### config.mk
export PLATFORM = sky130hd
export DESIGN_NAME = dtg_ctl_flat
export DESIGN_NICKNAME = d
export VERILOG_FILES = /design/src/include/dtg_pkg.sv /design/src/include/dtg_if.sv /design/src/rtl/dtg_ctl.sv /design/src/flat_wrapper.sv
export SDC_FILE = /design/constraint.sdc
export NUM_CORES = 1
export LEC_CHECK = 0
export BUFFER_PORTS_ARGS = -buffer_cell sky130_fd_sc_hd__buf_2
export CAP_MARGIN = 10
export CORE_MARGIN = 5
export CORE_UTILIZATION = 44
export CTS_BUF_LIST = sky130_fd_sc_hd__clkbuf_16
export DETAILED_ROUTE_END_ITERATION = 16
export PLACE_DENSITY = 0.59
export SLEW_MARGIN = 20
export SYNTH_ARGS = -nofsm -noshare
export SYNTH_HDL_FRONTEND = slang
export SYNTH_SLANG_ARGS = --single-unit
### constraint.sdc
create_clock -name MCLK -period 3.1 [get_ports MCLK]
set_input_delay 0.465 -clock MCLK [delete_from_list [all_inputs] [get_ports MCLK]]
set_output_delay 0.465 -clock MCLK [all_outputs]
set_load 0.05 [all_outputs]
### src/include/dtg_pkg.sv
/*
 holds the timing constants and command codes shared by the
 controller end and the memory end of the command timing guard.
 assumes one 125 MHz clock (8 ns) for both ends.
*/
`default_nettype none
package dtg_pkg;
   localparam int CLK_PS = 8000;
   // limits as printed, in picoseconds so fractions stay exact, bar the refresh interval in nanoseconds
   localparam int REFRESH_CYCLE_GAP_PS = 75000;
   localparam int ACT_TO_ACT_GAP_PS = 15000;
   localparam int MODEREGSET_GAP_PS = 15000;
   localparam int POWERDOWN_EXIT_GAP_PS = 10000;
   localparam int SELFREF_EXIT_WRITE_GAP_PS = 95000;
   localparam int SELFREF_EXIT_ACT_GAP_PS = 75000;
   localparam int ACT_TO_COLUMN_GAP_PS = 20000;
   localparam int REFRESH_INTERVAL_NS = 7800;
   localparam int SWITCH_LEAD_ON_WRITE_PS = 4000;
   // counts in cycles, least times rounded up
   function automatic int up_cyc(input int ps);
      int c;
      c = (ps + CLK_PS - 1) / CLK_PS;
      return (c < 1) ? 1 : c;
   endfunction
   localparam int REFRESH_CYCLE_GAP_CYC = up_cyc(REFRESH_CYCLE_GAP_PS);
   localparam int ACT_TO_ACT_GAP_CYC = up_cyc(ACT_TO_ACT_GAP_PS);
   localparam int MODEREGSET_GAP_CYC = up_cyc(MODEREGSET_GAP_PS);
   localparam int POWERDOWN_EXIT_GAP_CYC = up_cyc(POWERDOWN_EXIT_GAP_PS);
   localparam int SELFREF_EXIT_WRITE_GAP_CYC = up_cyc(SELFREF_EXIT_WRITE_GAP_PS);
   localparam int SELFREF_EXIT_ACT_GAP_CYC = up_cyc(SELFREF_EXIT_ACT_GAP_PS);
   localparam int SELFREF_EXIT_READ_GAP_CYC = 200;
   localparam int ACT_TO_COLUMN_GAP_CYC = up_cyc(ACT_TO_COLUMN_GAP_PS);
   localparam int WRITE_TO_READ_GAP_CYC = 1;
   localparam int COL_TO_COL_GAP_CYC = 1;
   // a longest time rounds down
   localparam int REFRESH_INTERVAL_CYC = REFRESH_INTERVAL_NS * 1000 / CLK_PS;
   localparam int MAX_REFRESH_BURST = 8;
   localparam int BURST_LEN = 4;
   localparam int CAS_LATENCY_SETTING = 2;
   localparam int TW = 10;
   localparam logic [TW-1:0] T_ZERO = 10'h000;
   localparam logic [TW-1:0] T_ONE = 10'h001;
   localparam logic [3:0] DEBT_ZERO = 4'h0;
   localparam logic [3:0] DEBT_MAX = 4'(MAX_REFRESH_BURST);
   localparam logic [15:0] RI_ZERO = 16'h0000;
   localparam int NBANK = 4;
   // command encoding on the link
   typedef enum logic [3:0] {
      CMD_NOP = 4'h0, CMD_ACT = 4'h1, CMD_READ = 4'h2, CMD_WRITE = 4'h3,
      CMD_PRE = 4'h4, CMD_REF = 4'h5, CMD_MRS = 4'h6, CMD_PDE = 4'h7,
      CMD_PDX = 4'h8, CMD_SRE = 4'h9, CMD_SRX = 4'hA
   } dtg_cmd_e;
endpackage
`default_nettype wire

### src/include/dtg_if.sv
/*
 link between controller and memory end: command, bank, and the
 fet switch control line returned by the memory.
 assumes both ends on the same MCLK.
*/
`timescale 1ns/1ps
`default_nettype none
interface dtg_if;
   import dtg_pkg::*;
   logic [3:0] cmd;
   logic [1:0] bank;
   logic fet_switch_ctl;
   modport ctl (output cmd, output bank, input fet_switch_ctl);
   modport mem (input cmd, input bank, output fet_switch_ctl);
endinterface
`default_nettype wire

### src/rtl/dtg_ctl.sv
/*
 controller end: takes user requests, holds countdowns, some shared by several
 spacing limits, and issues a command only when every limit that applies is met.
 assumes the memory end keeps its own switch timing; user holds a
 request until REQ_TAKEN pulses.
*/
`timescale 1ns/1ps
`default_nettype none
// Operation
// wait refresh cycle gap after refresh
// space activates to different banks
// one cycle after write data before read
// column commands may run back to back; the taken cycle leaves one idle cycle or more between any two commands
// wait mode register gap after set
// wait powerdown exit gap before command
// wait selfref exit gap before write
// wait selfref exit gap before activate
// 200 cycles after selfref before read
// write after activate needs column gap
// average refresh spacing, at most 8 owed
// clock period within legal range
// read switch lead one clock before strobe
// read switch tail half clock after strobe
// write switch on within 4 ns
// write switch release after last strobe
// cut write releases switch within 1.5 clocks
// ns limits rounded up into countdowns
// per bank state gates legal commands
module dtg_ctl
   import dtg_pkg::*;
(
   input wire logic MCLK,
   input wire logic SRST,
   input wire logic REQ_VALID,
   input wire logic [3:0] REQ_CMD,
   input wire logic [1:0] REQ_BANK,
   output logic REQ_TAKEN,
   output logic REQ_ILLEGAL,
   output logic REFRESH_DUE,
   dtg_if.ctl link
);
   typedef struct packed {
      logic [3:0] cmd;
      logic [1:0] bank;
      logic taken;
      logic illegal;
      logic due;
      logic [TW-1:0] t_any;   // blocks every command
      logic [TW-1:0] t_act;
      logic [TW-1:0] t_rd;
      logic [TW-1:0] t_wr;
      logic [TW-1:0] t_col;
      logic [NBANK-1:0] open;
      logic [NBANK-1:0][TW-1:0] t_rcd;
      logic [15:0] ri;
      logic [3:0] debt;
      logic pd;
      logic sr;
   } dtg_ctl_s;
   dtg_ctl_s q, next_q;

   function automatic logic [TW-1:0] dec(input logic [TW-1:0] t);
      return (t == T_ZERO) ? T_ZERO : t - T_ONE;
   endfunction
   function automatic logic [TW-1:0] mx(input logic [TW-1:0] t, input int n);
      return (t > TW'(n)) ? t : TW'(n);
   endfunction

   // countdowns run, then a request is checked and issued
   always_comb
   begin
      logic ok;
      logic legal;
      dtg_cmd_e c;
      ok = 1'b0;
      legal = 1'b1;
      c = dtg_cmd_e'(REQ_CMD);
      next_q = q;
      next_q.cmd = CMD_NOP;
      next_q.taken = 1'b0;
      next_q.illegal = 1'b0;
      next_q.t_any = dec(q.t_any);
      next_q.t_act = dec(q.t_act);
      next_q.t_rd = dec(q.t_rd);
      next_q.t_wr = dec(q.t_wr);
      next_q.t_col = dec(q.t_col);
      for (int b = 0; b < NBANK; b++)
      begin
         next_q.t_rcd[b] = dec(q.t_rcd[b]);
      end
      // refresh owed accrues every interval, capped at the burst limit
      if (q.ri == RI_ZERO)
      begin
         next_q.ri = 16'(REFRESH_INTERVAL_CYC - 1);
         if (q.debt != DEBT_MAX)
         begin
            next_q.debt = q.debt + 4'h1;
         end
      end
      else
      begin
         next_q.ri = q.ri - 16'h0001;
      end
      if (REQ_VALID && !q.taken)
      begin
         ok = (q.t_any == T_ZERO);
         unique case (c)
            CMD_ACT:
            begin
               legal = !q.open[REQ_BANK] && !q.pd && !q.sr;
               ok = ok && (q.t_act == T_ZERO);
            end
            CMD_READ:
            begin
               legal = q.open[REQ_BANK] && !q.pd && !q.sr;
               ok = ok && (q.t_rd == T_ZERO) && (q.t_col == T_ZERO)
                  && (q.t_rcd[REQ_BANK] == T_ZERO);
            end
            CMD_WRITE:
            begin
               legal = q.open[REQ_BANK] && !q.pd && !q.sr;
               ok = ok && (q.t_wr == T_ZERO) && (q.t_col == T_ZERO)
                  && (q.t_rcd[REQ_BANK] == T_ZERO);
            end
            CMD_REF, CMD_SRE, CMD_MRS:
            begin
               legal = (q.open == '0) && !q.pd && !q.sr;
            end
            CMD_PRE, CMD_NOP:
            begin
               legal = !q.pd && !q.sr;
            end
            CMD_PDE:
            begin
               legal = !q.pd && !q.sr;
            end
            CMD_PDX:
            begin
               legal = q.pd;
            end
            CMD_SRX:
            begin
               legal = q.sr;
            end
            default:
            begin
               legal = 1'b0;
            end
         endcase
         if (!legal)
         begin
            next_q.taken = 1'b1;
            next_q.illegal = 1'b1;
         end
         else if (ok)
         begin
            next_q.taken = 1'b1;
            next_q.cmd = REQ_CMD;
            next_q.bank = REQ_BANK;
            unique case (c)
               CMD_ACT:
               begin
                  next_q.open[REQ_BANK] = 1'b1;
                  next_q.t_act = mx(next_q.t_act, ACT_TO_ACT_GAP_CYC);
                  next_q.t_rcd[REQ_BANK] = TW'(ACT_TO_COLUMN_GAP_CYC);
               end
               CMD_READ:
               begin
                  next_q.t_col = TW'(COL_TO_COL_GAP_CYC - 1);
               end
               CMD_WRITE:
               begin
                  next_q.t_col = TW'(COL_TO_COL_GAP_CYC - 1);
                  // last data lands burst/2 cycles on, then one idle clock
                  next_q.t_rd = mx(next_q.t_rd, BURST_LEN / 2 + WRITE_TO_READ_GAP_CYC);
               end
               CMD_PRE:
               begin
                  next_q.open[REQ_BANK] = 1'b0;
               end
               CMD_REF:
               begin
                  next_q.t_any = TW'(REFRESH_CYCLE_GAP_CYC - 1);
                  if (next_q.debt != DEBT_ZERO)
                  begin
                     next_q.debt = next_q.debt - 4'h1;
                  end
               end
               CMD_MRS:
               begin
                  next_q.t_any = TW'(MODEREGSET_GAP_CYC - 1);
               end
               CMD_PDE:
               begin
                  next_q.pd = 1'b1;
               end
               CMD_PDX:
               begin
                  next_q.pd = 1'b0;
                  next_q.t_any = TW'(POWERDOWN_EXIT_GAP_CYC - 1);
               end
               CMD_SRE:
               begin
                  next_q.sr = 1'b1;
               end
               CMD_SRX:
               begin
                  next_q.sr = 1'b0;
                  next_q.debt = DEBT_ZERO;
                  next_q.t_act = mx(next_q.t_act, SELFREF_EXIT_ACT_GAP_CYC);
                  next_q.t_wr = mx(next_q.t_wr, SELFREF_EXIT_WRITE_GAP_CYC);
                  next_q.t_rd = mx(next_q.t_rd, SELFREF_EXIT_READ_GAP_CYC);
               end
               default:
               begin
               end
            endcase
         end
      end
      next_q.due = (next_q.debt != DEBT_ZERO);
   end

   // one register for all state; clock fixed at 8 ns, inside 7.5..15 ns
   always_ff @(posedge MCLK)
   begin
      if (SRST)
      begin
         q <= '0;
         q.ri <= 16'(REFRESH_INTERVAL_CYC - 1);
      end
      else
      begin
         q <= next_q;
      end
   end

   assign link.cmd = q.cmd;
   assign link.bank = q.bank;
   assign REQ_TAKEN = q.taken;
   assign REQ_ILLEGAL = q.illegal;
   assign REFRESH_DUE = q.due;
endmodule // dtg_ctl
`default_nettype wire

### src/flat_wrapper.sv
// flat-port wrapper written by rule: the top's interface ports become plain ports
module dtg_ctl_flat import dtg_pkg::*;
  (MCLK, SRST, REQ_VALID, REQ_CMD, REQ_BANK, REQ_TAKEN, REQ_ILLEGAL, REFRESH_DUE, link_cmd, link_bank, link_fet_switch_ctl);
  dtg_if link_i ();
  input wire logic MCLK;
  input wire logic SRST;
  input wire logic REQ_VALID;
  input wire logic [3:0] REQ_CMD;
  input wire logic [1:0] REQ_BANK;
  output logic REQ_TAKEN;
  output logic REQ_ILLEGAL;
  output logic REFRESH_DUE;
  output wire logic [$bits(link_i.cmd)-1:0] link_cmd;
  output wire logic [$bits(link_i.bank)-1:0] link_bank;
  input wire logic [$bits(link_i.fet_switch_ctl)-1:0] link_fet_switch_ctl;
  assign link_cmd = link_i.cmd;
  assign link_bank = link_i.bank;
  assign link_i.fet_switch_ctl = link_fet_switch_ctl;
  dtg_ctl u_core (.MCLK(MCLK), .SRST(SRST), .REQ_VALID(REQ_VALID), .REQ_CMD(REQ_CMD), .REQ_BANK(REQ_BANK), .REQ_TAKEN(REQ_TAKEN), .REQ_ILLEGAL(REQ_ILLEGAL), .REFRESH_DUE(REFRESH_DUE), .link(link_i));
endmodule
==> results of run 1 <==
==> power by group through the flow <==
stage | clock (mW) | sequential [mW] | combinational [mW]
floorplan | 0 | 2.29 | 2.33
global placement | 0 | 2.38 | 2.77
detailed placement | 0 | 2.41 | 2.84
CTS | 2.17 | 2.38 | 2.87
global route | 2.24 | 2.44 | 3.26
finish | 2.12 | 2.38 | 2.87
==> synthesized netlist by cell type (all sizes together) (3+ instances only) <==
cell	n	area, sq um
nor4	30	236
mux2i	9	90.1
a32oi	3	26.3
and2	7	43.8
xor2	19	174
and3	10	62.6
a211oi	3	22.5
o31ai	14	110
nand3b	4	33.8
ha	15	188
nor2	118	443
nor3b	13	103
inv	31	116
o21ai	21	109
or4	10	82.6
buf	13	98.8
a21oi	47	235
clkbuf	19	71.3
or3	6	37.5
nand4	8	56.3
nor3	27	146
xnor2	44	385
or2	4	27.5
a31oi	12	75.1
a21o	7	52.6
nand3	17	85.1
o211ai	5	37.5
o41ai	4	35.0
dfxtp	125	2500
nand2	61	229
mux2	3	37.5
nand2b	16	100
nor2b	8	50.1
nor4b	4	35.0
o21bai	3	22.5
==> worst paths after layout <==
check	from	end	slack, ps
setup / recovery	u_core.q[16]	u_core.REFRESH_DUE	210
hold / removal	REQ_CMD[0]	u_core.link.cmd[0]	410
setup reg to reg	u_core.q[16]	u_core.REFRESH_DUE	210
hold reg to reg	u_core.q[66]	u_core.q[66]	470
==> critical path, cell delays in order (launching register included) <==
cell	delay, ps
sky130_fd_sc_hd__dfxtp_1	380
sky130_fd_sc_hd__or4_4	540
sky130_fd_sc_hd__nand4bb_4	300
sky130_fd_sc_hd__a31oi_1	210
sky130_fd_sc_hd__xnor2_1	250
sky130_fd_sc_hd__ha_1	300
sky130_fd_sc_hd__nand2_1	80
sky130_fd_sc_hd__o21ai_2	170
sky130_fd_sc_hd__nor4_1	70
sky130_fd_sc_hd__nor3_1	270
sky130_fd_sc_hd__a41oi_2	170
==> through the flow <==
| step | setup WS (ps) | hold WS (ps) | power (mW) |
|---|---|---|---|
| final | 208 | 406 | 7.37 |
| after global routing | 4.70 | 418 | 7.94 |
| after CTS | 213 | 391 | 7.42 |
| after detailed placement | 240 | 457 | 5.25 |
| after global placement | 240 | 438 | 5.15 |
| after floorplan | 516 | 425 | 4.62 |
==> kinds of logic after synthesis <==
group	synth area share
simple gates	0.291
compound gates	0.137
flops	0.391
xor+xnor	0.0873
buf+inv	0.0447
fa+ha+maj	0.0293
mux	0.0199
==> per-layer routing <==
layer  routed length, um  up-vias
met1                6450     2579
met3                 488       17
met4                 170        0
met5                   0        -
li1                    -     2748
met2                6470       84
==> sequential cells by signal, summed over array words and instances, names as in the netlist, named ones only <==
register	flops
u_core.q	112
u_core.REFRESH_DUE	1
u_core.link.bank	2
u_core.link.cmd	4
u_core.REQ_ILLEGAL	1
u_core.REQ_TAKEN	1
==> area by class of cell <==
class	instances	area, sq um	share of cell area
multi-input combinational	577	3630	0.494
sequential	125	2500	0.341
clock buffer	17	425	0.0580
timing repair buffer	35	233	0.0317
tap	184	230	0.0314
clock inverter	15	204	0.0278
inverter	31	116	0.0159
==> flow_summary.yaml, run 1 <==
yosys:
  fraction_of_synthesis_flops_using_an_asynchronous_set_or_reset_pin: 0
  synth.lib_cells_used.distinct: 69
  netlist_area_sq_um: 6410
  synth-seq-cells: 125
  synth.yosys.seq_area_share: 0.391
  net_count_after_synthesis: 790
  ys_warn_count: 0
  synth_edf_count: 0
  postSynthCellCount: 765
  postSynth.topFlopCell: "sky130_fd_sc_hd__dfxtp_1"
  avgSynthCellArea_sq_um: 8.38
pwr:
  share_clk_of_total_power: 0.288
  switchingPower_mw: 2.69
  power.leakage_nw: 2.96
  internal_power_mw: 4.68
  combinationalPowerShare: 0.389
  worst_ir_drop_vdd_mv: 0.505
  p_sw_frac: 0.365
  power_frac_seq: 0.323
  p_per_area_nw_per_um2: 1000
timing:
  max-slew-margin-rel: 0.428
  rsz0062_at_grt: "false"
  clock.fmax_ghz: 0.346
  final_max_slew_viol_count: 0
  timing_hold_violations_final: 0
  tightestPinTransition_ps: 851
  finalSetupViolCount: 0
  totalNegativeSetupSlack_ps: 0
  min_period_over_period: 0.933
  skew_ps: 8.65
  timing.final.crit_period_ps: 2890
grt:
  global_route.usage.total: 0.169
  global_route_wire_length_before_repair_um: 23500
  groute.layer.met2.usage: 0.279
  antenna_found_initial: 0
  gr-max-usage-layer: "met2"
  gr-usage-met1: 0.217
  gr-total-overflow: 0
  via_count_of_the_first_global_routing_pass: 5204
  met3_usage: 0.0398
  grt_start_max_net_pins: 41
floorplanning:
  initial_core_util: 0.444
  die-area_sq_um: 17100
  fp-row-count: 44
  io-pin-count: 19
  die_h_um: 131
  placeableCoreArea_sq_um: 14400
  floorplan.die.width_um: 131
setup_path:
  critical_path_required_time_ps: 3370
  critical_path_start_end_classification: "reg -> reg"
  reg2regPathDepth: 10
  endpoint_kind: "register"
  cp_max_fanout: 8
  critPathArrivalTime_ps: 3160
  startpoint_type: "register"
place:
  placed_cells: 952
  place_congestion: 0.873
  placedInstanceArea_sq_um: 6700
  dp.final_hpwl_um: 9630
  port_bufs: 17
cts:
  cts_inserted_buffers: 17
  root_buffer: "sky130_fd_sc_hd__clkbuf_16"
  worst_setup_hold_path_clk_slew_ps: 50
  cts.htree.levels: 4
  postCtsHoldBufs: 0
  clock_insertion_delay_worst_skew_ps: 420
  cts.sink_count: 125
  tritoncts_clock_tree: "built"
  clk_path_buf_depth: 2
  post_cts.repair.setup_buffers: 0
  cts-resized-gates: 0
final_layout:
  fillCellCount: 1364
  post-route-cell-area_sq_um: 7340
  insertedDiodeCount: 0
  synthToLayoutAreaGrowth_pct: 14.5
  fin_cells: 984
  drive_above_1_share: 0.115
  design.final.nets: 812
  most_frequent_cells_in_the_layout: "sky130_fd_sc_hd__dfxtp_1, sky130_fd_sc_hd__nor2_1, sky130_fd_sc_hd__nand2_1, sky130_fd_sc_hd__a21oi_1, sky130_fd_sc_hd__xnor2_1"
  final_common_cell: "sky130_fd_sc_hd__dfxtp_1"
  layout.core_utilization: 0.509
route:
  post_dr_wirelength_cell_um: 13.8
  vias: 5428
  initialDrtViolationCount: 261
  wirelength_um: 13600
  count_of_nets_left_with_antenna_violations_after_detail_routing: 0
  remaining_drc_errors: 0
  drt-vias-per-instance: 5.52
  drt_pre_antenna_iters: 4
run:
  max-cap-violations: 0
status:
  run_status: "finished clean"
worst_hold_path:
  worst_hold_path_type: "in -> reg"
  worst_hold_path.num_cells: 2
Power figures use the tool's default switching activity.
==> run 2: changes to the inputs <==
==> constraint.sdc (replaced) <==
create_clock -name MCLK -period 3.1 [get_ports MCLK]
set_input_delay 0.31 -clock MCLK [delete_from_list [all_inputs] [get_ports MCLK]]
set_output_delay 0.31 -clock MCLK [all_outputs]
set_load 0.05 [all_outputs]
==> flow_summary.yaml, run 2 (same netlist as run 1, synthesis figures left out) <==
final_layout:
  multi_input_gate_area_in_the_final_layout_sq_um: 3620
  largest_register_ffs: 112
  final_common_cell: "sky130_fd_sc_hd__dfxtp_1"
  post-route-cell-area_sq_um: 7310
  ff_latch_area_sq_um: 2500
  most_flop_heavy_register: "u_core.q"
  design.final.nets: 813
  fillCellCount: 1336
  insertedDiodeCount: 0
  most_frequent_cells_in_the_layout: "sky130_fd_sc_hd__dfxtp_1, sky130_fd_sc_hd__nor2_1, sky130_fd_sc_hd__nand2_1, sky130_fd_sc_hd__a21oi_1, sky130_fd_sc_hd__xnor2_1"
  synthToLayoutAreaGrowth_pct: 14.1
  layout.core_utilization: 0.507
  drive_above_1_share: 0.117
status:
  run_status: "finished clean"
place:
  place_congestion: 0.836
  placedInstanceArea_sq_um: 6710
  port_bufs: 17
  dp.final_hpwl_um: 9530
timing:
  clock.fmax_ghz: 0.339
  finalSetupViolCount: 0
  timing_hold_violations_final: 0
  rsz0062_at_grt: "false"
  max-slew-margin-rel: 0.445
  min_period_over_period: 0.952
  tightestPinTransition_ps: 825
  timing.final.crit_period_ps: 2950
  final_max_slew_viol_count: 0
  totalNegativeSetupSlack_ps: 0
  skew_ps: 7.52
route:
  wirelength_um: 13200
  vias: 5334
  drt-vias-per-instance: 5.42
  remaining_drc_errors: 0
  post_dr_wirelength_cell_um: 13.4
  initialDrtViolationCount: 269
  drt_pre_antenna_iters: 5
  count_of_nets_left_with_antenna_violations_after_detail_routing: 0
grt:
  antenna_found_initial: 0
  grt_start_max_net_pins: 25
  global_route.usage.total: 0.168
  global_route_wire_length_before_repair_um: 23500
  gr-total-overflow: 0
  via_count_of_the_first_global_routing_pass: 5178
pwr:
  p_per_area_nw_per_um2: 987
  power.leakage_nw: 2.95
  worst_ir_drop_vdd_mv: 0.390
cts:
  tritoncts_clock_tree: "built"
  cts.htree.levels: 4
  cts.sink_count: 125
  root_buffer: "sky130_fd_sc_hd__clkbuf_16"
  worst_setup_hold_path_clk_slew_ps: 60
  clk_path_buf_depth: 2
  cts_inserted_buffers: 17
  clock_insertion_delay_worst_skew_ps: 410
floorplanning:
  initial_core_util: 0.444
  floorplan.die.width_um: 131
  io-pin-count: 19
  fp-row-count: 44
  die_h_um: 131
  placeableCoreArea_sq_um: 14400
  die-area_sq_um: 17100
setup_path:
  critical_path_start_end_classification: "reg -> reg"
  critPathArrivalTime_ps: 3240
  endpoint_kind: "register"
  startpoint_type: "register"
  register_to_register_setup_slack_ps: 150
  r2r_start: "u_core.q[71]"
  setup.worst_path.start: "u_core.q[71]"
  critical_path_required_time_ps: 3390
  cp_max_fanout: 24
worst_hold_path:
  hold_start: "REQ_CMD[0]"
  worst_hold_path_type: "in -> reg"
run:
  max-cap-violations: 0
==> run 2: cell count changes in the layout (fill, tap and decap cells not counted) <==
cell,change
sky130_fd_sc_hd__inv_1,-1
sky130_fd_sc_hd__bufinv_16,-2
sky130_fd_sc_hd__nand2b_1,+1
sky130_fd_sc_hd__clkinv_4,+1
sky130_fd_sc_hd__buf_4,+1
sky130_fd_sc_hd__clkinv_1,-1
sky130_fd_sc_hd__inv_6,+3
sky130_fd_sc_hd__nand2b_2,-1
==> run 2: cell type report <==
| class | instances | share of cell area |
|---|---|---|
| clock inverter | 15 | 0.0235 |
| inverter | 31 | 0.0159 |
| sequential | 125 | 0.342 |
| tap | 184 | 0.0315 |
| multi-input combinational | 577 | 0.496 |
| timing repair buffer | 36 | 0.0329 |
| clock buffer | 17 | 0.0582 |
==> run 2: worst max-delay path, stage by stage (launching register included) <==
cell and delay (ps):
sky130_fd_sc_hd__dfxtp_1 350, sky130_fd_sc_hd__nor4_1 420, sky130_fd_sc_hd__nand4b_1 230, sky130_fd_sc_hd__a2111oi_0 610, sky130_fd_sc_hd__a21oi_1 260, sky130_fd_sc_hd__nor3_4 250, sky130_fd_sc_hd__buf_12 200, sky130_fd_sc_hd__nand4_1 140
sky130_fd_sc_hd__nand2b_1 280, sky130_fd_sc_hd__nor2_1 90
==> run 2: path summary, 6_finish.rpt <==
check,to,cells past startpoint
setup / recovery,u_core.q[59],9
setup reg to reg,u_core.q[59],9
hold / removal,u_core.link.cmd[0],2
hold reg to reg,u_core.q[66],1
==> run 2: stage by stage <==
step | setup slack [ps] | cells | hold WS [ps] | total power [mW]
after CTS | 160 | 985 | 244 | 7.28
after global routing | 33.4 | 985 | 261 | 7.81
final | 150 | 985 | 269 | 7.22
after global placement | 281 | 953 | 442 | 5.15
after detailed placement | 196 | 953 | 447 | 5.23
after floorplan | 516 | 765 | 425 | 4.62
==> run 2: repair_timing <==
| action | CTS | global route |
|---|---|---|
| gates resized for setup | 0 | 1 |
| hold buffers | 0 | 0 |
| setup endpoints to repair | 0 | 1 |
| setup buffers | 0 | 0 |
==> run 2: power breakdown <==
| group | switching (mW) | total [mW] | internal [mW] |
|---|---|---|---|
| logic | 1.55 | 2.85 | 1.29 |
| clock network | 0.729 | 1.99 | 1.26 |
| registers | 0.403 | 2.38 | 1.98 |
| total | 2.68 | 7.22 | 4.53 |
==> run 2: per-layer routing <==
metal	part of all wire	wire [um]	track usage	up-vias
met3	0.037	493	0.0472	21
met1	0.48	6400	0.216	2479
met4	0.016	211	0.0623	0
met5	0	0	0	-
li1	-	-	-	2750
met2	0.46	6130	0.270	84
==> run 3: changes to the inputs <==
--- a/config.mk
+++ b/config.mk
@@ -7,11 +7,13 @@
 export LEC_CHECK = 0
 export BUFFER_PORTS_ARGS = -buffer_cell sky130_fd_sc_hd__buf_2
 export CAP_MARGIN = 10
+export CELL_PAD_IN_SITES_DETAIL_PLACEMENT = 1
+export CELL_PAD_IN_SITES_GLOBAL_PLACEMENT = 2
 export CORE_MARGIN = 5
-export CORE_UTILIZATION = 44
+export CORE_UTILIZATION = 39
 export CTS_BUF_LIST = sky130_fd_sc_hd__clkbuf_16
 export DETAILED_ROUTE_END_ITERATION = 16
-export PLACE_DENSITY = 0.59
+export PLACE_DENSITY = 0.79
 export SLEW_MARGIN = 20
 export SYNTH_ARGS = -nofsm -noshare
 export SYNTH_HDL_FRONTEND = slang
==> flow_summary.yaml, run 3 (same netlist as run 1, synthesis figures left out) <==
timing:
  totalNegativeSetupSlack_ps: 0
  max-slew-margin-rel: 0.531
  tightestPinTransition_ps: 697
  timing.final.crit_period_ps: 2900
  final.setup.worst_slack_ps: 196
  min_period_over_period: 0.937
  rsz0062_at_grt: "false"
  finalSetupViolCount: 0
  timing_hold_violations_final: 0
  skew_ps: 7.87
  final_max_slew_viol_count: 0
  clock.fmax_ghz: 0.344
status:
  run_status: "finished clean"
final_layout:
  final_common_cell: "sky130_fd_sc_hd__dfxtp_1"
  most_frequent_cells_in_the_layout: "sky130_fd_sc_hd__dfxtp_1, sky130_fd_sc_hd__nor2_1, sky130_fd_sc_hd__nand2_1, sky130_fd_sc_hd__a21oi_1, sky130_fd_sc_hd__xnor2_1"
  design.final.nets: 817
  drive_above_1_share: 0.116
  most_flop_heavy_register: "u_core.q"
  insertedDiodeCount: 0
  largest_register_ffs: 112
  synthToLayoutAreaGrowth_pct: 14.8
  fin_cells: 1019
pwr:
  worst_ir_drop_vdd_mv: 0.485
  power.leakage_nw: 2.97
  p_per_area_nw_per_um2: 1010
floorplanning:
  initial_core_util: 0.400
  fp-row-count: 46
  die_h_um: 138
  placeableCoreArea_sq_um: 16000
  io-pin-count: 19
  die-area_sq_um: 19100
  floorplan.die.width_um: 138
cts:
  cts.htree.levels: 4
  cts_inserted_buffers: 17
  clk_path_buf_depth: 2
  tritoncts_clock_tree: "built"
  cts.sink_count: 125
  clock_insertion_delay_worst_skew_ps: 420
  worst_setup_hold_path_clk_slew_ps: 50
  postCtsHoldBufs: 0
  post_cts.repair.setup_buffers: 0
  root_buffer: "sky130_fd_sc_hd__clkbuf_16"
route:
  drt_pre_antenna_iters: 4
  wirelength_um: 15900
  count_of_nets_left_with_antenna_violations_after_detail_routing: 0
  post_dr_wirelength_cell_um: 15.6
  initialDrtViolationCount: 218
  vias: 5460
  remaining_drc_errors: 0
  drt-vias-per-instance: 5.36
setup_path:
  critPathArrivalTime_ps: 3170
  critical_path_start_end_classification: "reg -> reg"
  critical_path_required_time_ps: 3370
  startpoint_type: "register"
  cp_max_fanout: 8
  endpoint_kind: "register"
place:
  placed_cells: 989
  port_bufs: 17
  place_congestion: 0.808
  dp.final_hpwl_um: 11500
  place_ws_ps: 139
grt:
  global_route_wire_length_before_repair_um: 27700
  grt_start_max_net_pins: 26
  antenna_found_initial: 1
  global_route.usage.total: 0.172
  via_count_of_the_first_global_routing_pass: 5803
  gr-total-overflow: 0
worst_hold_path:
  worst_hold_path_type: "in -> reg"
run:
  max-cap-violations: 0
[run 3: cell types whose count changed in the layout (fill, tap and decap cells not counted), moves of 2 or more]
cell,delta
sky130_fd_sc_hd__clkinv_1,+2
sky130_fd_sc_hd__buf_4,+5
sky130_fd_sc_hd__inv_6,-3
sky130_fd_sc_hd__clkinv_4,-3
[run 3: cell type report]
class	instances	area, sq um
clock buffers	17	425
clock inverters	13	158
fillers	1962	8650
inverters	31	116
multi-input cells	577	3620
flip-flops and latches	125	2500
well taps	216	270
repair buffers	40	258
[run 3: routing by layer]
metal | wire length [um] | global-route usage
met5 | 7 | 0
met2 | 8020 | 0.304
met4 | 193 | 0.0525
met3 | 358 | 0.0414
met1 | 7360 | 0.205
[run 3: per-stage QoR]
step                      hold WS (ps)  utilization  power, mW  instance area (sq um)
after floorplan                    425            -       4.62                   6410
after global placement             440        0.423       5.26                   6770
after detailed placement           456        0.423       5.39                   6770
after CTS                          233        0.459       7.48                   7350
after global routing               249        0.460       7.99                   7350
final                              254        0.460       7.41                   7350
[run 3: worst paths after layout]
kind | startpoint | end | slack, ps | depth (start not counted)
max reg2reg | u_core.q[16] | u_core.REFRESH_DUE | 200 | 10
min reg2reg | u_core.q[39] | u_core.q[39] | 470 | 2
max | u_core.q[16] | u_core.REFRESH_DUE | 200 | 10
min | REQ_CMD[0] | u_core.link.cmd[0] | 250 | 2
[run 3: power by group]
part | switching (mW) | internal [mW] | leakage (nW) | total [mW]
Clock | 0.695 | 1.31 | 0.295 | 2.01
Sequential | 0.422 | 1.98 | 1.02 | 2.40
Combinational | 1.66 | 1.34 | 1.65 | 3.00
Total | 2.78 | 4.63 | 2.97 | 7.41
[run 3: worst max-delay path: stages (launching register included)]
cell and delay (ps):
sky130_fd_sc_hd__dfxtp_1 380, sky130_fd_sc_hd__or4_4 550, sky130_fd_sc_hd__nand4bb_4 300, sky130_fd_sc_hd__a31oi_1 210, sky130_fd_sc_hd__xnor2_1 250, sky130_fd_sc_hd__ha_1 300, sky130_fd_sc_hd__nand2_1 80, sky130_fd_sc_hd__o21ai_2 150
sky130_fd_sc_hd__nor4_1 70, sky130_fd_sc_hd__nor3_1 290, sky130_fd_sc_hd__a41oi_2 170
[run 3: timing repair]
item	CTS	global route
endpoints found under the setup margin	0	64
gates resized for setup	0	2
endpoints found under the hold margin	0	0
